File: config.mk
export PLATFORM = sky130hd
export DESIGN_NAME = csi_serial
export DESIGN_NICKNAME = d
export VERILOG_FILES = /design/src/csi_pkg.sv /design/src/csi_fifo.sv /design/src/csi_serial.sv
export SDC_FILE = /design/constraint.sdc
export NUM_CORES = 1
export LEC_CHECK = 0
export ABC_CLOCK_PERIOD_IN_PS = 6900
export BUFFER_PORTS_ARGS = -buffer_cell sky130_fd_sc_hd__buf_2
export CAP_MARGIN = 20
export CORE_UTILIZATION = 50
export CTS_CLUSTER_SIZE = 24
export DETAILED_ROUTE_END_ITERATION = 10
export PLACE_DENSITY = 0.74
export SLEW_MARGIN = 5
export SYNTH_ARGS = -nofsm -noshare
export SYNTH_HDL_FRONTEND = slang
export SYNTH_SLANG_ARGS = --single-unit
File: constraint.sdc
create_clock -name core_clk -period 6.9 [get_ports core_clk]
set_clock_uncertainty 0.05 [all_clocks]
set_input_delay 1.38 -clock core_clk [delete_from_list [all_inputs] [get_ports core_clk]]
set_output_delay 1.38 -clock core_clk [all_outputs]
set_load 0.01 [all_outputs]
File: src/csi_pkg.sv
// Constants, field layout and state type of the clocked serial interface
package csi_pkg;
	// ==========================================================
	// Register addresses
	localparam logic [15:0] CSI_ADDR_CTRL   = 16'hFF70;
	localparam logic [15:0] CSI_ADDR_MODE   = 16'hFF71;
	localparam logic [15:0] CSI_ADDR_DATA_L = 16'hFF72;
	localparam logic [15:0] CSI_ADDR_DATA_H = 16'hFF73;
	// ==========================================================
	// Field positions
	localparam int CSI_CTRL_PORT_SEL = 0;
	localparam int CSI_CTRL_TRIGGER  = 1;
	localparam int CSI_CTRL_OUT_EN   = 2;
	localparam int CSI_MODE_SRC_LO   = 0;
	localparam int CSI_MODE_SRC_HI   = 1;
	localparam int CSI_MODE_PHASE    = 2;
	localparam int CSI_MODE_ORDER    = 3;
	// ==========================================================
	// Reset values and counts
	localparam logic [3:0] CSI_CTRL_RESET = 4'h0;
	localparam logic [3:0] CSI_MODE_RESET = 4'h0;
	localparam logic [7:0] CSI_DATA_RESET = 8'h00;
	localparam logic [2:0] CSI_LAST_BIT   = 3'h7;
	localparam logic [4:0] CSI_EDGES_XFER = 5'h10;
	// ==========================================================
	// Clock source codes
	localparam logic [1:0] CSI_SRC_TICK_A   = 2'h0;
	localparam logic [1:0] CSI_SRC_TICK_B   = 2'h1;
	localparam logic [1:0] CSI_SRC_OSC_DIV2 = 2'h2;
	localparam logic [1:0] CSI_SRC_OSC      = 2'h3;
	// ==========================================================
	// Transfer sequencer states, Gray along idle-run-done
	typedef enum logic [1:0] {
		CSI_IDLE = 2'h0,
		CSI_RUN  = 2'h1,
		CSI_DONE = 2'h3
	} csi_state_t;
endpackage

File: src/csi_fifo.sv
// Receive FIFO built from flip-flops, valid and ready on both sides
`timescale 1ns/1ps
module csi_fifo #(
	parameter int WIDTH = 8,
	parameter int DEPTH = 8
) (
	input  wire logic             core_clk,
	input  wire logic             arst_n,
	input  wire logic             inValid,
	output logic                  inReady,
	input  wire logic [WIDTH-1:0] inData,
	output logic                  outValid,
	input  wire logic             outReady,
	output logic      [WIDTH-1:0] outData
);
	localparam int AW = (DEPTH > 1) ? $clog2(DEPTH) : 1;

	logic [WIDTH-1:0] mem_reg [DEPTH];
	logic [WIDTH-1:0] mem_next [DEPTH];
	logic [AW-1:0]    wrPtr_reg, wrPtr_next;
	logic [AW-1:0]    rdPtr_reg, rdPtr_next;
	logic [AW:0]      count_reg, count_next;
	logic             push;
	logic             pop;

	// ==========================================================
	// Pointer arithmetic
	function automatic logic [AW-1:0] bump(input logic [AW-1:0] p);
		bump = (p == AW'(DEPTH - 1)) ? '0 : p + 1'b1;
	endfunction

	// Honest full and empty
	assign inReady  = (count_reg != (AW+1)'(DEPTH));
	assign outValid = (count_reg != '0);
	assign outData  = mem_reg[rdPtr_reg];
	assign push     = inValid && inReady;
	assign pop      = outValid && outReady;

	// Next state of storage and pointers
	always_comb begin
		mem_next   = mem_reg;
		wrPtr_next = wrPtr_reg;
		rdPtr_next = rdPtr_reg;
		count_next = count_reg;
		if (push) begin
			mem_next[wrPtr_reg] = inData;
			wrPtr_next          = bump(wrPtr_reg);
		end
		if (pop) begin
			rdPtr_next = bump(rdPtr_reg);
		end
		if (push && !pop) begin
			count_next = count_reg + 1'b1;
		end else if (pop && !push) begin
			count_next = count_reg - 1'b1;
		end
	end

	// Registers
	always_ff @(posedge core_clk or negedge arst_n) begin
		if (!arst_n) begin
			for (int i = 0; i < DEPTH; i++) begin
				mem_reg[i] <= '0;
			end
			wrPtr_reg <= '0;
			rdPtr_reg <= '0;
			count_reg <= '0;
		end else begin
			mem_reg   <= mem_next;
			wrPtr_reg <= wrPtr_next;
			rdPtr_reg <= rdPtr_next;
			count_reg <= count_next;
		end
	end
endmodule // csi_fifo

File: src/csi_serial.sv
// Clocked serial interface: registers, shift engine, pin mux and receive FIFO
`timescale 1ns/1ps
module csi_serial
	import csi_pkg::*;
#(
	parameter int FIFO_DEPTH   = 8,
	parameter bit NEG_POLARITY = 1'b1
) (
	input  wire logic        core_clk,
	input  wire logic        arst_n,
	input  wire logic [15:0] regAddr,
	input  wire logic [3:0]  regWrData,
	input  wire logic        regWrStb,
	input  wire logic        regRdStb,
	output logic      [3:0]  regRdData,
	input  wire logic        lowSpeedOscTick,
	input  wire logic        timerTickA,
	input  wire logic        timerTickB,
	input  wire logic [1:0]  gpioOut,
	input  wire logic [1:0]  gpioOe,
	output logic             sclkPinOut,
	output logic             sclkPinOe,
	output logic             serialOutputPinOut,
	output logic             serialOutputPinOe,
	input  wire logic        serialInputPin,
	output logic             rxValid,
	input  wire logic        rxReady,
	output logic      [7:0]  rxData
);
	localparam logic IDLE_LEVEL = NEG_POLARITY;

	csi_state_t state_reg, state_next;
	logic       portSelect_reg, portSelect_next;
	logic       outEnable_reg, outEnable_next;
	logic [3:0] mode_reg, mode_next;
	logic [7:0] shift_reg, shift_next;
	logic [2:0] bitCnt_reg, bitCnt_next;
	logic       sclk_reg, sclk_next;
	logic       outBit_reg, outBit_next;
	logic       sample_reg, sample_next;
	logic       oscHalf_reg, oscHalf_next;
	logic [3:0] rdData_reg, rdData_next;
	logic       selTick;
	logic       fifoInReady;
	logic       fifoPush;
	logic       busy;
	logic       msbFirst;
	logic       phaseLate;
	logic       wrCtrl;

	// ==========================================================
	// Helpers shared by the shift engine and the register address decode
	function automatic logic firstBit(input logic [7:0] d, input logic msb);
		firstBit = msb ? d[7] : d[0];
	endfunction

	function automatic logic [7:0] shiftIn(input logic [7:0] d, input logic msb,
		input logic b);
		shiftIn = msb ? {d[6:0], b} : {b, d[7:1]};
	endfunction

	function automatic logic hit(input logic [15:0] a, input logic [15:0] ref_a);
		hit = (a == ref_a);
	endfunction

	// ==========================================================
	// Clock source selection
	assign msbFirst  = mode_reg[CSI_MODE_ORDER];
	assign phaseLate = mode_reg[CSI_MODE_PHASE];
	assign busy      = (state_reg != CSI_IDLE);
	assign wrCtrl    = regWrStb && hit(regAddr, CSI_ADDR_CTRL);

	// Four tick sources, the divided one halves the oscillator rate
	always_comb begin
		oscHalf_next = oscHalf_reg ^ lowSpeedOscTick;
		case (mode_reg[CSI_MODE_SRC_HI:CSI_MODE_SRC_LO])
			CSI_SRC_TICK_A:   selTick = timerTickA;
			CSI_SRC_TICK_B:   selTick = timerTickB;
			CSI_SRC_OSC_DIV2: selTick = lowSpeedOscTick && oscHalf_reg;
			CSI_SRC_OSC:      selTick = lowSpeedOscTick;
			default:          selTick = 1'b0;
		endcase
	end

	// ==========================================================
	// Register writes and the transfer sequencer
	always_comb begin
		state_next      = state_reg;
		portSelect_next = portSelect_reg;
		outEnable_next  = outEnable_reg;
		mode_next       = mode_reg;
		shift_next      = shift_reg;
		bitCnt_next     = bitCnt_reg;
		sclk_next       = sclk_reg;
		outBit_next     = outBit_reg;
		sample_next     = sample_reg;
		fifoPush        = 1'b0;
		// Control and mode writes
		if (wrCtrl) begin
			portSelect_next = regWrData[CSI_CTRL_PORT_SEL];
			outEnable_next  = regWrData[CSI_CTRL_OUT_EN];
		end
		if (regWrStb && hit(regAddr, CSI_ADDR_MODE)) begin
			mode_next = regWrData;
		end
		// Data nibble writes
		if (regWrStb && hit(regAddr, CSI_ADDR_DATA_L)) begin
			shift_next[3:0] = regWrData;
		end
		if (regWrStb && hit(regAddr, CSI_ADDR_DATA_H)) begin
			shift_next[7:4] = regWrData;
		end
		case (state_reg)
			CSI_IDLE: begin
				sclk_next = IDLE_LEVEL;
				if (wrCtrl && regWrData[CSI_CTRL_TRIGGER]) begin
					state_next  = CSI_RUN;
					bitCnt_next = '0;
					if (!phaseLate) begin
						outBit_next = firstBit(shift_reg, msbFirst);
					end
				end
			end
			CSI_RUN: begin
				if (selTick) begin
					sclk_next = ~sclk_reg;
					if (sclk_reg == IDLE_LEVEL) begin
						// Leading edge: early phase samples, late phase presents
						if (!phaseLate) begin
							sample_next = serialInputPin;
						end else begin
							outBit_next = firstBit(shift_reg, msbFirst);
						end
					end else begin
						// Trailing edge: the bit is shifted in
						shift_next = shiftIn(shift_reg, msbFirst,
							phaseLate ? serialInputPin : sample_reg);
						if (!phaseLate) begin
							outBit_next = firstBit(shift_next, msbFirst);
						end
						bitCnt_next = bitCnt_reg + 1'b1;
						if (bitCnt_reg == CSI_LAST_BIT) begin
							state_next = CSI_DONE;
						end
					end
				end
			end
			CSI_DONE: begin
				// Status stays running until the byte fits in the FIFO
				if (fifoInReady) begin
					fifoPush   = 1'b1;
					state_next = CSI_IDLE;
				end
			end
			default: begin
				state_next = CSI_IDLE;
			end
		endcase
	end

	// Sequencer and register storage
	always_ff @(posedge core_clk or negedge arst_n) begin
		if (!arst_n) begin
			state_reg      <= CSI_IDLE;
			portSelect_reg <= CSI_CTRL_RESET[CSI_CTRL_PORT_SEL];
			outEnable_reg  <= CSI_CTRL_RESET[CSI_CTRL_OUT_EN];
			mode_reg       <= CSI_MODE_RESET;
			shift_reg      <= CSI_DATA_RESET;
			bitCnt_reg     <= '0;
			sclk_reg       <= IDLE_LEVEL;
			outBit_reg     <= 1'b0;
			sample_reg     <= 1'b0;
			oscHalf_reg    <= 1'b0;
		end else begin
			state_reg      <= state_next;
			portSelect_reg <= portSelect_next;
			outEnable_reg  <= outEnable_next;
			mode_reg       <= mode_next;
			shift_reg      <= shift_next;
			bitCnt_reg     <= bitCnt_next;
			sclk_reg       <= sclk_next;
			outBit_reg     <= outBit_next;
			sample_reg     <= sample_next;
			oscHalf_reg    <= oscHalf_next;
		end
	end

	// ==========================================================
	// Read port, data valid one cycle after the strobe
	always_comb begin
		rdData_next = 4'h0;
		if (regRdStb) begin
			case (regAddr)
				CSI_ADDR_CTRL:   rdData_next = {1'b0, outEnable_reg, busy,
					portSelect_reg};
				CSI_ADDR_MODE:   rdData_next = mode_reg;
				CSI_ADDR_DATA_L: rdData_next = shift_reg[3:0];
				CSI_ADDR_DATA_H: rdData_next = shift_reg[7:4];
				default:         rdData_next = 4'h0;
			endcase
		end
	end

	always_ff @(posedge core_clk or negedge arst_n) begin
		if (!arst_n) begin
			rdData_reg <= 4'h0;
		end else begin
			rdData_reg <= rdData_next;
		end
	end

	assign regRdData = rdData_reg;

	// ==========================================================
	// Pin function mux
	assign sclkPinOut         = portSelect_reg ? sclk_reg : gpioOut[0];
	assign sclkPinOe          = portSelect_reg ? 1'b1 : gpioOe[0];
	assign serialOutputPinOut = portSelect_reg ? outBit_reg : gpioOut[1];
	assign serialOutputPinOe  = portSelect_reg ? outEnable_reg : gpioOe[1];

	// ==========================================================
	// Received bytes leave through the FIFO
	csi_fifo #(
		.WIDTH (8),
		.DEPTH (FIFO_DEPTH)
	) u_rx_fifo (
		.core_clk (core_clk),
		.arst_n   (arst_n),
		.inValid  (fifoPush),
		.inReady  (fifoInReady),
		.inData   (shift_reg),
		.outValid (rxValid),
		.outReady (rxReady),
		.outData  (rxData)
	);

	// ==========================================================
	// Checks
	logic [4:0] edgeCnt_reg;
	logic       divGap_reg;

	// Serial clock edges seen in the current transfer
	always_ff @(posedge core_clk or negedge arst_n) begin
		if (!arst_n) begin
			edgeCnt_reg <= '0;
		end else if (state_reg == CSI_IDLE) begin
			edgeCnt_reg <= '0;
		end else if (state_reg == CSI_RUN && selTick) begin
			edgeCnt_reg <= edgeCnt_reg + 1'b1;
		end
	end

	// Set by a divided tick, cleared by an oscillator tick passed over
	always_ff @(posedge core_clk or negedge arst_n) begin
		if (!arst_n) begin
			divGap_reg <= 1'b0;
		end else if (mode_reg[CSI_MODE_SRC_HI:CSI_MODE_SRC_LO] != CSI_SRC_OSC_DIV2) begin
			divGap_reg <= 1'b0;
		end else if (selTick) begin
			divGap_reg <= 1'b1;
		end else if (lowSpeedOscTick) begin
			divGap_reg <= 1'b0;
		end
	end
endmodule // csi_serial

Yosys cells after proc, flatten, opt, wreduce, memory -nomap -nowiden
Index checks and enable logic that the tools add are counted.
W data, S select, Z words.
- bits in registers: 101
- bits of input ports: 33
- reductions and logical operators: 24
- add/subtract/negate cells: 5
- bitwise gates (word level): 5
- muxes and demuxes: 47
- order comparisons: 3
- equal/unequal tests: 21
- operators with widths (operator ; count):
    $bwmux W64 ; 1
    $eq A16 B16 Y1 const B ; 4
    $mux W8 ; 7
    $bmux W8 S3 ; 1
    $demux W8 S3 ; 1
    $mux W4 ; 5
    $mux W1 ; 16
    $pmux W4 S4 ; 1
    $mux W3 ; 5
    $logic_and A1 B1 Y1 ; 11
    $mux W2 ; 5
    $ne A2 B2 Y1 const B ; 5
    $add A3 B1 Y3 const B ; 3
    $eq A3 B3 Y1 const B ; 3
    $ge A4 B4 Y1 const B ; 2
    $not A3 Y4 ; 2
    $reduce_and A4 Y1 ; 2
    $eq A2 B2 Y1 const B ; 3
    $ne A3 B3 Y1 const B ; 2
    $pmux W2 S3 ; 1
    $pmux W3 S2 ; 1
    $reduce_and A6 Y1 ; 1
    $reduce_bool A2 Y1 ; 3
    $reduce_and A5 Y1 ; 1
    14 further kinds ; 19

Longest topological paths before layout
- word-level depth: 8
- depth in mapped cells: 12
- depth with buffers taken out: 12

Modules after synthesis
From an unflattened synthesis, not the netlist that was laid out.
- cells, all modules: 392
- area, all modules: 5296.3 um2
- by module, submodules not included (module ; cells an instance ; instances ; seq. area each (um2) ; area each (um2)):
    csi_fifo ; 225 ; 1 ; 1851.8 ; 3590.9
    csi_serial ; 167 ; 1 ; 676.9 ; 1705.4

Worst setup path after synthesis
No wires, ideal clock.
- path kind: flip-flop to output port
- from: reg u_rx_fifo.rdPtr_reg[0]
- to: out rxData[0]
- path buffers: 2
- cell stages (with the launch flop): 5
- data required time: 5.470 ns
- path slack: 3.773 ns
- arrival time: 1.697 ns
- cell sequence: dfrtp_1 > buf_2 > buf_2 > mux4_2 > mux2_2
- word-level cells in the longest chain between the ends: 4
- ends and longest elaborated chain (what ; line ; text):
    start: declaration ; csi_fifo.sv:21 ; logic [AW-1:0] rdPtr_reg, rdPtr_next;
    start signal: assignment ; csi_fifo.sv:71 ; rdPtr_reg <= rdPtr_next;
    $not A3 Y4 (implied by the code) ; csi_fifo.sv:35 ; assign outData = mem_reg[rdPtr_reg];
    $bmux W8 S3 ; csi_fifo.sv:35 ;
    $mux W8 (implied by the code) (2 in series) ; csi_fifo.sv:35 ;
    end: declaration ; csi_serial.sv:28 ; output logic [7:0] rxData
Every way passes these cells. The select of a mux whose other input is x is not followed.

Worst setup path after layout
- from: reg u_rx_fifo.rdPtr_reg[0]
- to: out rxData[5]
Same word-level chain as after synthesis.

==> impl_metrics.toml <==
[status]
status = "complete, no violations"

[min_path]
whs_path_depth = 1
hold_class = "register to register"
hold_start = "oscHalf_reg"
whs_endpoint = "oscHalf_reg"

[final_layout]
layout_common_cells = "100 x dfrtp_1, 85 x mux2_2, 48 x buf_2"
syn2layout_area_growth_pct = 10.6
largest_reg_flops = 64
nFillCells = 768
nets = 458
final_common_cell = "dfrtp_1"
multi_input_area_um2 = 2490
register_area_um2 = 2530
drive_gt1_share_pct = 45.0
antenna_cells = 0

[synth]
syn_area_um2 = 5140
synth_seq_cells = 101
synth_area_leader_cell = "dfrtp_1"
synth_seq_area_share_pct = 49.2
ys_types = 50
yosysWarnings = 0
ys.flop_type = "dfrtp_1"
synth_edf_count = 0
postSynthAreaPerCell_um2 = 13.6
netlist.area_leader.share_pct = 48.7
synthesis.instances = 377
synth-async-reset-ratio_pct = 100
synth_nets = 421
synth_area_leaders = "dfrtp_1 49%, mux2_2 19%, mux4_2 8.3%, mux2i_1 2.7%, ha_1 2.4%"

[place]
dp_slack_ns = 3.32
place_hpwl_um = 6810
io_buffers = 49
place_congestion = 0.772

[drt]
first_pass_iters = 5
ant_nets = 0
wirelength_um = 9970
drt_iter0_markers = 94
drcViolationCount = 0
wl_per_cell_um = 18.1
vias = 3144
drt-vias-per-instance = 5.71

[sta]
final_max_slew_viol_count = 0
tightest_slew_ns = 0.971
period_share_pct = 53.2
relSlewSlack_pct = 34.9
hold_viol_final = 0
min_period_ns = 3.67
tns_ns = 0
rsz0062_at_grt = "no"
setup_viol_count_final = 0
setup_slack_ns = 3.23
fmax_mhz = 272

[floorplanning]
dieArea_um2 = 10700
io_pins = 50
die-height_um = 103
num_rows = 36
core_um2 = 9860
die_w_um = 103
start_util_pct = 52.1

[clock_tree]
hold_buffers = 0
numCtsBuffers = 9
path_clk_slew_ns = 0.09
cts-htree-levels = 3
insertion_delay_ns = 0.36
clock_tree.root_cell = "clkbuf_8"
cts_resized = 0
clock-sinks = 101
cts_tree = "yes"
cts_buffer_depth = 2
postCtsSetupRepairBufs = 0

[critical_path]
cp_max_fo = 11
r2r-end = "u_rx_fifo.count_reg[3]"
r2r_start = "u_rx_fifo.count_reg[0]"
critPathLaunchType = "register"
critPathKind = "register to primary output"
worstPathArrival_ns = 2.24
rrSetupSlack_ns = 4.25
cp-end-kind = "primary output"
crit_required_ns = 5.47
rr_worst_depth = 12

[grt]
grt_pass1_vias = 3099
grt_max_degree = 75
grt_pass1_wl_um = 15900
grt-ovfl-total = 0
grt.total_usage_pct = 20.1
antenna_found_initial = 0

[job]
maxCapViolCount = 0

[power]
p_leak_nw = 2.83
power.density_nw_per_um2 = 222
ir_drop_mv = 0.128
## how the worst max path moves through the flow
stage,start,to,slack (ns),cells past startpoint
floorplan,u_rx_fifo.rdPtr_reg[0],rxData[0],3.77,4
global placement,u_rx_fifo.rdPtr_reg[0],rxData[5],3.37,3
detailed placement,u_rx_fifo.rdPtr_reg[0],rxData[5],3.32,3
CTS,u_rx_fifo.rdPtr_reg[0],rxData[5],2.92,3
global route,u_rx_fifo.rdPtr_reg[0],rxData[3],3.08,4
finish,u_rx_fifo.rdPtr_reg[0],rxData[5],3.23,4
## Yosys cell counts, types with 4 or more instances
| cell type | count |
|---|---|
| a211oi_1 | 8 |
| nor2b_1 | 8 |
| buf_2 | 4 |
| nand2_1 | 18 |
| ha_1 | 10 |
| nand3_1 | 4 |
| mux4_2 | 19 |
| clkbuf_1 | 17 |
| a21oi_1 | 15 |
| dfrtp_1 | 100 |
| o21ai_0 | 5 |
| mux2_2 | 85 |
| nor2_1 | 12 |
| mux2i_1 | 14 |
| nor3_1 | 4 |
## power breakdown
group | internal, mW | total, mW | leakage [nW] | switching, mW
Clock | 0.204 | 0.402 | 0.103 | 0.198
Combinational | 0.106 | 0.181 | 1.34 | 0.0750
Sequential | 0.615 | 0.679 | 1.39 | 0.0640
Total | 0.926 | 1.26 | 2.83 | 0.337
## stage by stage
| stage | instances | power (mW) | hold slack, ns | utilization, % | area (um^2) |
|---|---|---|---|---|---|
| 6_report | 551 | 1.26 | 0.429 | 57.6 | 5680 |
| 5_1_grt | 551 | 1.33 | 0.460 | 57.6 | 5680 |
| 4_1_cts | 550 | 1.27 | 0.434 | 57.5 | 5670 |
| 3_5_place_dp | 535 | 0.870 | 0.412 | 55.3 | 5460 |
| 3_3_place_gp | 535 | 0.859 | 0.403 | 55.3 | 5460 |
| 2_1_floorplan | 377 | 0.811 | 0.393 | - | 5140 |
## layout make-up
class                   instances  area share, %
inverters                       3          0.198
well taps                     133           2.93
repair buffers                 51           4.76
clock buffers                  10           2.25
clock inverters                 5           1.50
multi-input cells             248           43.9
flip-flops and latches        101           44.5
## cell families after synthesis
group	Yosys count	share of synthesized area [%]
flops	101	49.2
simple gates	75	9.88
mux	120	30.5
fa+ha+maj	11	2.82
xor+xnor	5	0.852
buf+inv	28	2.29
compound gates	37	4.48
## layer usage
layer  vias up  GRT usage, %  routed length (um)
met3         8          3.70                 353
met2        54          33.3                4980
met1      1618          27.4                4540
met4         0          5.63                 104
li1       1464             -                   -
met5         -             0                   0
## critical path, stage by stage (launching register included)
cell,delay [ns]
dfrtp_1,0.72
buf_8,0.24
mux4_2,0.50
mux2_2,0.28
buf_2,0.14
(Power assumes the default switching activity.)
